===== src/shared/casr_pkg.sv =====
// register map, field layout and carrier types of the serial register bank
// assumes one channel; the other channel is a second instance
// How it works
// - each write is address byte, data word
// - address and data shift LSB first
// - short data word leaves register untouched
// - further words go to next address
// - bursts start anywhere, cover whole space
// - listed registers apply at strobe rise
// - others apply at line after vsync
// - line select register picks apply line
// - inhibit bit holds back sync updates
// - soft reset restores defaults, self clears
// - output enable low forces outputs inactive
// - core run bit low holds core reset
// - edge select picks falling or rising syncs
// - blanking realign bit aligns blanking to H1
// - everything runs on master clock, sync aligned
package casr_pkg;

    localparam int CASR_NREG   = 23;
    localparam int CASR_DATA_W = 24;
    localparam int CASR_ADDR_W = 8;
    localparam int CASR_IDX_W  = 5;
    localparam int CASR_LINE_W = 12;
    localparam logic [4:0] CASR_ADDR_LAST = 5'd7;
    localparam logic [4:0] CASR_DATA_LAST = 5'd23;

    // storage order of the implemented registers
    localparam logic [7:0] CASR_ADDR [CASR_NREG] = '{
        8'h00, 8'h01, 8'h02, 8'h03, 8'h04, 8'h05, 8'h10, 8'h11, 8'h12, 8'h13, 8'h14, 8'h15,
        8'h16, 8'h17, 8'h18, 8'h19, 8'h1a, 8'he8, 8'h60, 8'h61, 8'h62, 8'h63, 8'h64};
    localparam int CASR_WIDTH [CASR_NREG] = '{
        12, 10, 8, 12, 18, 18, 1, 1, 1, 12, 1, 1, 2, 1, 2, 1, 1, 12, 13, 13, 15, 12, 8};
    localparam logic [23:0] CASR_RESET [CASR_NREG] = '{
        24'h000004, 24'h000000, 24'h000080, 24'h000004, 24'h000000, 24'h000000,
        24'h000000, 24'h000000, 24'h000000, 24'h000000, 24'h000000, 24'h000000,
        24'h000000, 24'h000000, 24'h000000, 24'h000000, 24'h000000, 24'h000000,
        24'h001001, 24'h000801, 24'h000000, 24'h000024, 24'h000000};
    // 1 = applied at strobe rise, 0 = applied on the sync boundary
    localparam logic [CASR_NREG-1:0] CASR_ON_STROBE = 23'b111_1100_0011_1101_0100_1001;

    localparam int CASR_IDX_SOFT_RESET = 6;
    localparam int CASR_IDX_OUT_ENABLE = 7;
    localparam int CASR_IDX_CORE_RUN   = 8;
    localparam int CASR_IDX_APPLY_LINE = 9;
    localparam int CASR_IDX_INHIBIT    = 10;
    localparam int CASR_IDX_EDGE_SEL   = 11;
    localparam int CASR_IDX_FIELD      = 12;
    localparam int CASR_IDX_REALIGN    = 13;

    localparam logic [1:0] CASR_FIELD_LAST = 2'd2;

    typedef struct packed {
        logic                    hit;
        logic [CASR_IDX_W-1:0]   idx;
    } casr_lookup_s;

    typedef struct packed {
        logic [1:0]              field_number;
        logic [CASR_LINE_W-1:0]  line_count;
        logic                    outputs_active;
        logic                    timing_core_reset_n;
        logic                    blanking_realign;
        logic                    update_armed;
    } casr_status_s;

    function automatic logic [23:0] casr_mask(input int w);
        return 24'((25'd1 << w) - 25'd1);
    endfunction

endpackage


===== src/hw/casr_bank.sv =====
// serial write port and register bank of one front-end channel
// assumes serial clock, strobe, data and sync pins are asynchronous to clk
`timescale 1ns/100ps
`default_nettype none

module casr_bank (
    input  wire logic                                       clk,
    input  wire logic                                       rst,
    input  wire logic                                       clk_en,
    input  wire logic                                       serial_clock_in,
    input  wire logic                                       serial_load_strobe,
    input  wire logic                                       serial_line_in,
    input  wire logic                                       vertical_sync_in,
    input  wire logic                                       horizontal_sync_in,
    output var  logic [casr_pkg::CASR_NREG-1:0][23:0]       active_regs,
    output var  casr_pkg::casr_status_s                     status
);
    import casr_pkg::*;

    function automatic casr_lookup_s find_reg(input logic [7:0] a);
        casr_lookup_s r;
        r = '0;
        for (int k = 0; k < CASR_NREG; k++) begin
            if (CASR_ADDR[k] == a) begin
                r.hit = 1'b1;
                r.idx = CASR_IDX_W'(k);
            end
        end
        return r;
    endfunction

    // two-flop synchronisers plus one history stage for edges
    logic [2:0] sck_q, sl_q, sd_q, vd_q, hd_q;

    always_ff @(posedge clk) begin
        if (rst) begin
            sck_q <= '0;
            sl_q  <= 3'b111;
            sd_q  <= '0;
            // idle sync level is high, so no false edge follows reset
            vd_q  <= 3'b111;
            hd_q  <= 3'b111;
        end else if (clk_en) begin
            sck_q <= {sck_q[1:0], serial_clock_in};
            sl_q  <= {sl_q[1:0], serial_load_strobe};
            sd_q  <= {sd_q[1:0], serial_line_in};
            vd_q  <= {vd_q[1:0], vertical_sync_in};
            hd_q  <= {hd_q[1:0], horizontal_sync_in};
        end
    end

    logic [23:0] shadow [CASR_NREG];
    logic [CASR_NREG-1:0] pend;

    logic edge_rising;
    logic bit_take, sl_rise, vd_evt, hd_evt;
    assign edge_rising = active_regs[CASR_IDX_EDGE_SEL][0];
    // data line delayed like the clock, so the sampled bit matches the edge
    assign bit_take = clk_en && !sl_q[1] && sck_q[1] && !sck_q[2];
    assign sl_rise  = clk_en && sl_q[1] && !sl_q[2];
    assign vd_evt   = clk_en && (edge_rising ? (vd_q[1] && !vd_q[2])
                                             : (!vd_q[1] && vd_q[2]));
    assign hd_evt   = clk_en && (edge_rising ? (hd_q[1] && !hd_q[2])
                                             : (!hd_q[1] && hd_q[2]));

    // serial engine
    logic [23:0] shreg;
    logic [4:0]  bit_cnt;
    logic        addr_phase;
    logic [7:0]  wr_addr;
    logic [23:0] next_word;
    logic        word_done, addr_done;

    assign next_word = {sd_q[1], shreg[23:1]};
    assign addr_done = bit_take && addr_phase && bit_cnt == CASR_ADDR_LAST;
    assign word_done = bit_take && !addr_phase && bit_cnt == CASR_DATA_LAST;

    always_ff @(posedge clk) begin
        if (rst) begin
            shreg      <= '0;
            bit_cnt    <= '0;
            addr_phase <= 1'b1;
            wr_addr    <= '0;
        end else if (clk_en) begin
            if (sl_q[1]) begin
                // partial word is dropped when the strobe ends the frame
                bit_cnt    <= '0;
                addr_phase <= 1'b1;
            end else if (bit_take) begin
                shreg <= next_word;
                if (addr_done) begin
                    wr_addr    <= next_word[23:16];
                    addr_phase <= 1'b0;
                    bit_cnt    <= '0;
                end else if (word_done) begin
                    wr_addr <= wr_addr + 8'h01;
                    bit_cnt <= '0;
                end else begin
                    bit_cnt <= bit_cnt + 5'd1;
                end
            end
        end
    end

    casr_lookup_s wr_look;
    logic         wr_hit;
    assign wr_look = find_reg(wr_addr);
    // unmapped addresses still advance the burst address but store nothing
    assign wr_hit  = word_done && wr_look.hit;

    logic soft_go;
    assign soft_go = sl_rise && shadow[CASR_IDX_SOFT_RESET][0];

    // sync boundary tracking
    logic [CASR_LINE_W-1:0] line_cnt;
    logic                   armed;
    logic                   apply_now;

    assign apply_now = hd_evt && armed
                    && line_cnt == active_regs[CASR_IDX_APPLY_LINE][CASR_LINE_W-1:0]
                    && !active_regs[CASR_IDX_INHIBIT][0];

    always_ff @(posedge clk) begin
        if (rst || soft_go) begin
            line_cnt <= '0;
            armed    <= 1'b0;
        end else if (clk_en) begin
            if (vd_evt) begin
                line_cnt <= '0;
            end else if (hd_evt) begin
                line_cnt <= line_cnt + CASR_LINE_W'(1);
            end
            // arming at the vsync edge means updates wait for the next field
            if (vd_evt && |pend) begin
                armed <= 1'b1;
            end else if (apply_now) begin
                armed <= 1'b0;
            end
        end
    end

    for (genvar i = 0; i < CASR_NREG; i++) begin : g_reg
        logic wr_this;
        assign wr_this = wr_hit && wr_look.idx == CASR_IDX_W'(i);

        always_ff @(posedge clk) begin
            if (rst || soft_go) begin
                shadow[i] <= CASR_RESET[i];
            end else if (wr_this) begin
                shadow[i] <= next_word & casr_mask(CASR_WIDTH[i]);
            end
        end

        if (CASR_ON_STROBE[i]) begin : g_strobe
            always_ff @(posedge clk) begin
                if (rst || soft_go) begin
                    active_regs[i] <= CASR_RESET[i];
                end else if (sl_rise) begin
                    active_regs[i] <= shadow[i];
                end
            end
            assign pend[i] = 1'b0;
        end else begin : g_sync
            logic pend_q;
            always_ff @(posedge clk) begin
                if (rst || soft_go) begin
                    active_regs[i] <= CASR_RESET[i];
                    pend_q         <= 1'b0;
                end else if (clk_en) begin
                    if (apply_now && pend_q) begin
                        active_regs[i] <= shadow[i];
                    end
                    // a write landing on the apply cycle stays pending
                    if (wr_this) begin
                        pend_q <= 1'b1;
                    end else if (apply_now) begin
                        pend_q <= 1'b0;
                    end
                end
            end
            assign pend[i] = pend_q;
        end
    end

    // field force is a one-shot request taken at the next vsync
    logic field_touch;
    logic force_req;

    always_ff @(posedge clk) begin
        if (rst || soft_go) begin
            field_touch <= 1'b0;
            force_req   <= 1'b0;
        end else if (clk_en) begin
            if (wr_hit && wr_look.idx == CASR_IDX_W'(CASR_IDX_FIELD)) begin
                field_touch <= 1'b1;
            end else if (sl_rise) begin
                field_touch <= 1'b0;
            end
            if (sl_rise && field_touch) begin
                force_req <= 1'b1;
            end else if (vd_evt) begin
                force_req <= 1'b0;
            end
        end
    end

    always_ff @(posedge clk) begin
        if (rst || soft_go) begin
            status <= '0;
        end else if (clk_en) begin
            if (vd_evt) begin
                if (force_req) begin
                    status.field_number <= (active_regs[CASR_IDX_FIELD][1:0] >= CASR_FIELD_LAST)
                                         ? CASR_FIELD_LAST
                                         : active_regs[CASR_IDX_FIELD][1:0];
                end else if (status.field_number >= CASR_FIELD_LAST) begin
                    status.field_number <= 2'h0;
                end else begin
                    status.field_number <= status.field_number + 2'h1;
                end
            end
            status.line_count          <= line_cnt;
            status.outputs_active      <= active_regs[CASR_IDX_OUT_ENABLE][0];
            status.timing_core_reset_n <= active_regs[CASR_IDX_CORE_RUN][0];
            status.blanking_realign    <= active_regs[CASR_IDX_REALIGN][0];
            status.update_armed        <= armed;
        end
    end

endmodule // casr_bank

`default_nettype wire


===== config.mk =====
export PLATFORM = sky130hd
export DESIGN_NAME = casr_bank
export DESIGN_NICKNAME = d
export VERILOG_FILES = /design/src/shared/casr_pkg.sv /design/src/hw/casr_bank.sv
export SDC_FILE = /design/constraint.sdc
export NUM_CORES = 1
export LEC_CHECK = 0
export ABC_AREA = 0
export BUFFER_PORTS_ARGS = -buffer_cell sky130_fd_sc_hd__buf_2
export CORE_AREA = 2 2 226 228
export DETAILED_ROUTE_END_ITERATION = 7
export DIE_AREA = 0 0 228 230
export PLACE_DENSITY = 0.69
export REMOVE_ABC_BUFFERS = 1
export SLEW_MARGIN = 20
export SYNTH_ARGS = -nofsm -noshare
export SYNTH_HDL_FRONTEND = slang
export SYNTH_SLANG_ARGS = --single-unit

===== constraint.sdc =====
create_clock -name clk -period 5.1 [get_ports clk]
set_clock_uncertainty 0.05 [all_clocks]
set_input_delay 0.765 -clock clk [delete_from_list [all_inputs] [get_ports clk]]
set_output_delay 0.765 -clock clk [all_outputs]
set_load 0.02 [all_outputs]

Word level (Yosys, flattened, before mapping)
Memories as Yosys holds them, arrays and structs flattened. A register that Yosys moved wholly into a read port is not among the register bits.
Cells that the tools add are included.
{"block": "classes", "n_reduce_logical": 114, "shifts": 0, "muxes": 149, "multipliers": 0, "div_mod_pow": 0, "addsub": 4, "bitwise": 24, "eq_ne": 47, "order_cmp": 2}
{"cell": "$mux W18", "n": 23}
{"cell": "$mux W6", "n": 23}
{"cell": "$mux W1", "n": 92}
{"cell": "$eq A5 B8 Y1 const A", "n": 11}
{"cell": "$logic_and A1 B1 Y1", "n": 55}
{"cell": "$reduce_and A2 Y1", "n": 26}
{"cell": "$eq A5 B4 Y1 const B", "n": 8}
{"cell": "$eq A5 B5 Y1 const B", "n": 8}
{"cell": "$eq A7 B8 Y1 const A", "n": 5}
{"cell": "$reduce_bool A2 Y1", "n": 17}
{"cell": "$eq A5 B3 Y1 const B", "n": 5}
{"cell": "$mux W12", "n": 2}
{"cell": "$or A1 B1 Y1", "n": 23}
{"cell": "$mux W5", "n": 4}
{"cell": "$eq A2 B8 Y1 const A", "n": 2}
{"cell": "$eq A3 B8 Y1 const A", "n": 2}
{"cell": "$mux W8", "n": 2}
{"cell": "$add A12 B1 Y12 const B", "n": 1}
{"cell": "$eq A12 B12 Y1", "n": 1}
{"cell": "$eq A5 B2 Y1 const B", "n": 2}
{"cell": "$reduce_or A10 Y1", "n": 1}
{"cell": "$logic_not A1 Y1", "n": 9}
{"cell": "$add A8 B1 Y8 const B", "n": 1}
{"cell": "$eq A1 B8 Y1 const A", "n": 1}
{"cell": "12 further kinds", "n": 16}
{"block": "word_totals", "mem_bits_rw": 414, "output_inout_bits": 570, "rom_bits": 0, "mem_count": 1, "ff_bits": 647, "wordCells": 393, "input_bits": 8, "latch_bits": 0}
{"memory": "shadow", "depth": 23, "word_bits": 18, "read_ports": 23, "rd_ports_with_merged_regs": 22, "wr": 23, "line": "casr_bank.sv:52", "source": "logic [23:0] shadow [CASR_NREG];"}

Logic depth before layout (Yosys ltp)
{"block": "logic_depth", "ltp_word": 30, "depth_mapped": 11, "depth_no_buf": 8}

Least setup slack after synthesis
Ideal clock, no wire load.
{"block": "synth_timing", "kind": "register to register", "from": "reg wr_addr[0]", "to": "mem shadow[0][0] (netlist bit), enable pin", "required_time_ns": 4.652, "setup_time_ns": 0.398, "slack_ns": 1.582, "period_less_slack_ns": 3.518, "n_path_buf": 2, "stages_incl_launch_ff": 10, "arrival_time_ns": 3.070, "path_cell_list": "dfxtp_1 > ha_1 > buf_2 > or3b_1 > a2111oi_0 > a41oi_1 > a21boi_0 > nand4_1 > clkbuf_1 > o21ai_0"}
{"item": "start, declared", "line": "casr_bank.sv:70", "source": "logic [7:0] wr_addr;"}
{"item": "start signal, assigned", "line": "casr_bank.sv:92", "source": "wr_addr <= next_word[23:16];"}
{"item": "start signal, assigned", "line": "casr_bank.sv:96", "source": "wr_addr <= wr_addr + 8'h01;"}
{"item": "end, declared", "line": "casr_bank.sv:52"}

==> summary.txt <==
Worst setup path
  • Reg2Reg Launch Point: wr_addr[0]$_SDFFE_PP0P_
  • CP arrival: 3890 ps
  • WS Path Type: reg2reg
  • Startpoint Class: flip-flop
  • Reg2reg setup slack: 1330 ps
  • RR Endpoint: shadow[4][11]$_SDFFCE_PN0P_
  • R2R cell count: 9
  • Worst Path Required: 5230 ps
  • Worst Path Max Fanout: 18
  • Setup crit end kind: flip-flop

Synthesis
  • Synth area leaders: dfxtp_1 (27%), edfxtp_1 (27%), buf_4 (14%)
  • Top_reg_cell synth: dfxtp_1
  • Mapped Cells: 2036
  • Synth warn: 0
  • Syn_area_per_cell: 9.74 um2
  • Synth cell types: 61
  • Synth Register Bits: 444
  • Post-synth EDFFs: 175
  • Synth top area share: 27.2%
  • Cell area after synthesis: 19800 um2
  • Yosys top cell by area: dfxtp_1
  • Sequential area share after synthesis: 53.7%
  • Share of flip-flops with an asynchronous set or reset: 0%

Clocking
  • # resized after CTS: 0
  • Reg clk slew, reported paths: 60 ps
  • # H-tree levels: 2
  • Worst-skew pair later-pin latency: 540 ps
  • Clk root buf: clkbuf_16
  • CTS tree: yes
  • Clock Sink Count: 444
  • Post-CTS Hold Buffers: 0
  • CTS Buf Count: 42
  • Setup Fix Bufs, Post-CTS: 0
  • Max Root-Sink Buffers: 3

Floorplan
  • Initial Util: 39.8%
  • Die height: 230 um
  • Std-Cell Rows: 82
  • Die X: 228 um
  • Die Area: 52400 um2
  • Core area: 49900 um2
  • Ports: 578

Placement
  • Placed cells: 2807
  • Port Buffer Count: 200
  • DP HPWL: 32800 um
  • Post-DP Area: 20000 um2
  • Gpl congestion: 0.881

Power
  • Leakage: 0.00921 uW
  • Peak supply drop: 196 uV
  • Total power: 7350 uW
  • Power Density: 344 nW/um2

Routing
  • Final WL: 48000 um
  • Antenna-violating nets left: 0
  • Via count: 13700
  • DRT Pass-1 Iters: 6
  • Starting DRT DRC Count: 1149
  • Drt via density: 4.74
  • DRC viols: 0
  • Drt wl/cell: 16.6 um

Final layout
  • Fillers: 4783
  • # diodes: 0
  • Area grow syn2layout: 7.86%
  • Fin area: 21400 um2
  • Nets: 2194
  • Non-Filler Instances: 2886
  • Share of cells above drive strength 1: 14.1%

GRT
  • All-layer global routing usage: 16.9%
  • Total congestion overflow: 0
  • Vias in the first global route: 12100
  • Largest net degree at the start of global routing: 136
  • First-pass GRT wire length: 70700 um
  • Initial antenna violation count: 0

STA
  • Max Freq: 265 MHz
  • Final setup fails: 0
  • Final Hold Fails: 0
  • Final hold slack: 395 ps
  • Slew HR: 24.7%
  • Slew Viols, Final: 0
  • Crit share post-route: 73.9%
  • Worst-margin pin slew: 1130 ps
  • Unrepaired setup endpoints after global routing: no
  • Setup TNS: 0 ps
  • Minimum clock period: 3770 ps

Hold path
  • Hold endpoint: vd_q[0]$_SDFFE_PP1P_
  • Hold Path Depth: 2
  • Hold Path Origin: vertical_sync_in
  • Worst hold-check path type: in2reg

Flow run
  • Number of max-cap violations: 0

Run status
  • Status: finished, final reports clean
-- how the worst max path moves through the flow --
| stage | from | endpoint | slack, ps |
|---|---|---|---|
| after floorplan | clk_en | shadow[4][15]$_SDFFCE_PN0P_ | -1600 |
| after global placement | clk_en | shadow[22][5]$_SDFFCE_PN0P_ | 1250 |
| after detailed placement | clk_en | shadow[4][1]$_SDFFCE_PN0P_ | 1240 |
| after CTS | wr_addr[0]$_SDFFE_PP0P_ | shadow[4][14]$_SDFFCE_PN0P_ | 1330 |
| after global routing | wr_addr[0]$_SDFFE_PP0P_ | shadow[4][16]$_SDFFCE_PN0P_ | 1120 |
| final | wr_addr[0]$_SDFFE_PP0P_ | shadow[4][11]$_SDFFCE_PN0P_ | 1330 |
-- kinds of logic after synthesis --
logic type | share of synthesized area (%)
buf+inv | 17.1
compound gates | 5.84
mux | 5.41
other cells | 0.0189
fa+ha+maj | 0.379
flops | 53.7
simple gates | 16.2
xor+xnor | 1.41
-- final cells by class --
| cell class | instances | area, um2 | area share, % |
|---|---|---|---|
| Clock inverter | 15 | 136 | 0.638 |
| Tap cell | 672 | 841 | 3.93 |
| Timing Repair Buffer | 233 | 1270 | 5.96 |
| Multi-Input combinational cell | 1452 | 7250 | 33.9 |
| Clock buffer | 63 | 1220 | 5.72 |
| Sequential cell | 444 | 10600 | 49.7 |
| Inverter | 7 | 26.3 | 0.123 |
-- per-stage QoR --
stage / utilization [%] / worst slack (ps)
after CTS: 42.9 / 1330
after floorplan: - / -1600
final: 42.9 / 1330
after detailed placement: 40.1 / 1240
after global routing: 42.9 / 1120
after global placement: 40.1 / 1250
-- metal layers --
metal / track usage (%) / share of wire (%)
met3: 2.85 / 7.2
met5: 0 / 0
met4: 5.31 / 2.7
met2: 29.3 / 50
met1: 21.6 / 40
-- sequential cells by signal, summed over array words and instances (netlist names), 3 cells and up --
register         count
vd_q                 3
status              18
hd_q                 3
shreg               23
g.g_sync.pend_q     10
sck_q                3
active_regs        175
bit_cnt              5
line_cnt            12
sl_q                 3
wr_addr              8
shadow             175
-- cell usage after synthesis, types with 9 or more instances --
master and number:
nand3_1 32, nor2_1 206, dfxtp_1 269, or3_1 10, nor3_1 106, a211o_1 9, edfxtp_1 175, nand2_1 289
nor2b_1 14, buf_2 21, mux2i_1 106, xor2_1 13, and3_1 12, or4_1 12, nor4_1 9, a21oi_1 131
o21ai_0 25, nand4_1 12, buf_4 380, clkbuf_1 99, xnor2_1 19
-- placed cells by master, fill, tap and decap left out, drive strengths merged, types with 3 or more instances in the layout --
cell / n
a2111oi: 3
a211o: 9
a211oi: 8
a21o: 5
a21oi: 131
a31oi: 3
and3: 12
and3b: 3
buf: 233
clkbuf: 63
clkinv: 11
conb: 377
dfxtp: 269
edfxtp: 175
ha: 6
inv: 7
mux2i: 106
nand2: 290
nand2b: 3
nand3: 32
nand3b: 3
nand4: 12
nor2: 206
nor2b: 14
nor3: 106
nor4: 9
o21ai: 27
or2: 5
or3: 11
or4: 12
xnor2: 19
xor2: 13
-- power by group --
group | switching, uW | internal [uW]
logic | 408 | 54.5
clock network | 1320 | 1770
registers | 36.9 | 3760
-- critical path, stage by stage (launching register included) --
cell and delay [ps]:
dfxtp_1 420, inv_1 110, ha_1 330, or2_0 330, and3_1 180, a211oi_1 400, a21oi_1 130, buf_4 200
or3_1 580, nand2_1 660
Note: power is estimated with default switching activity, not from simulation.
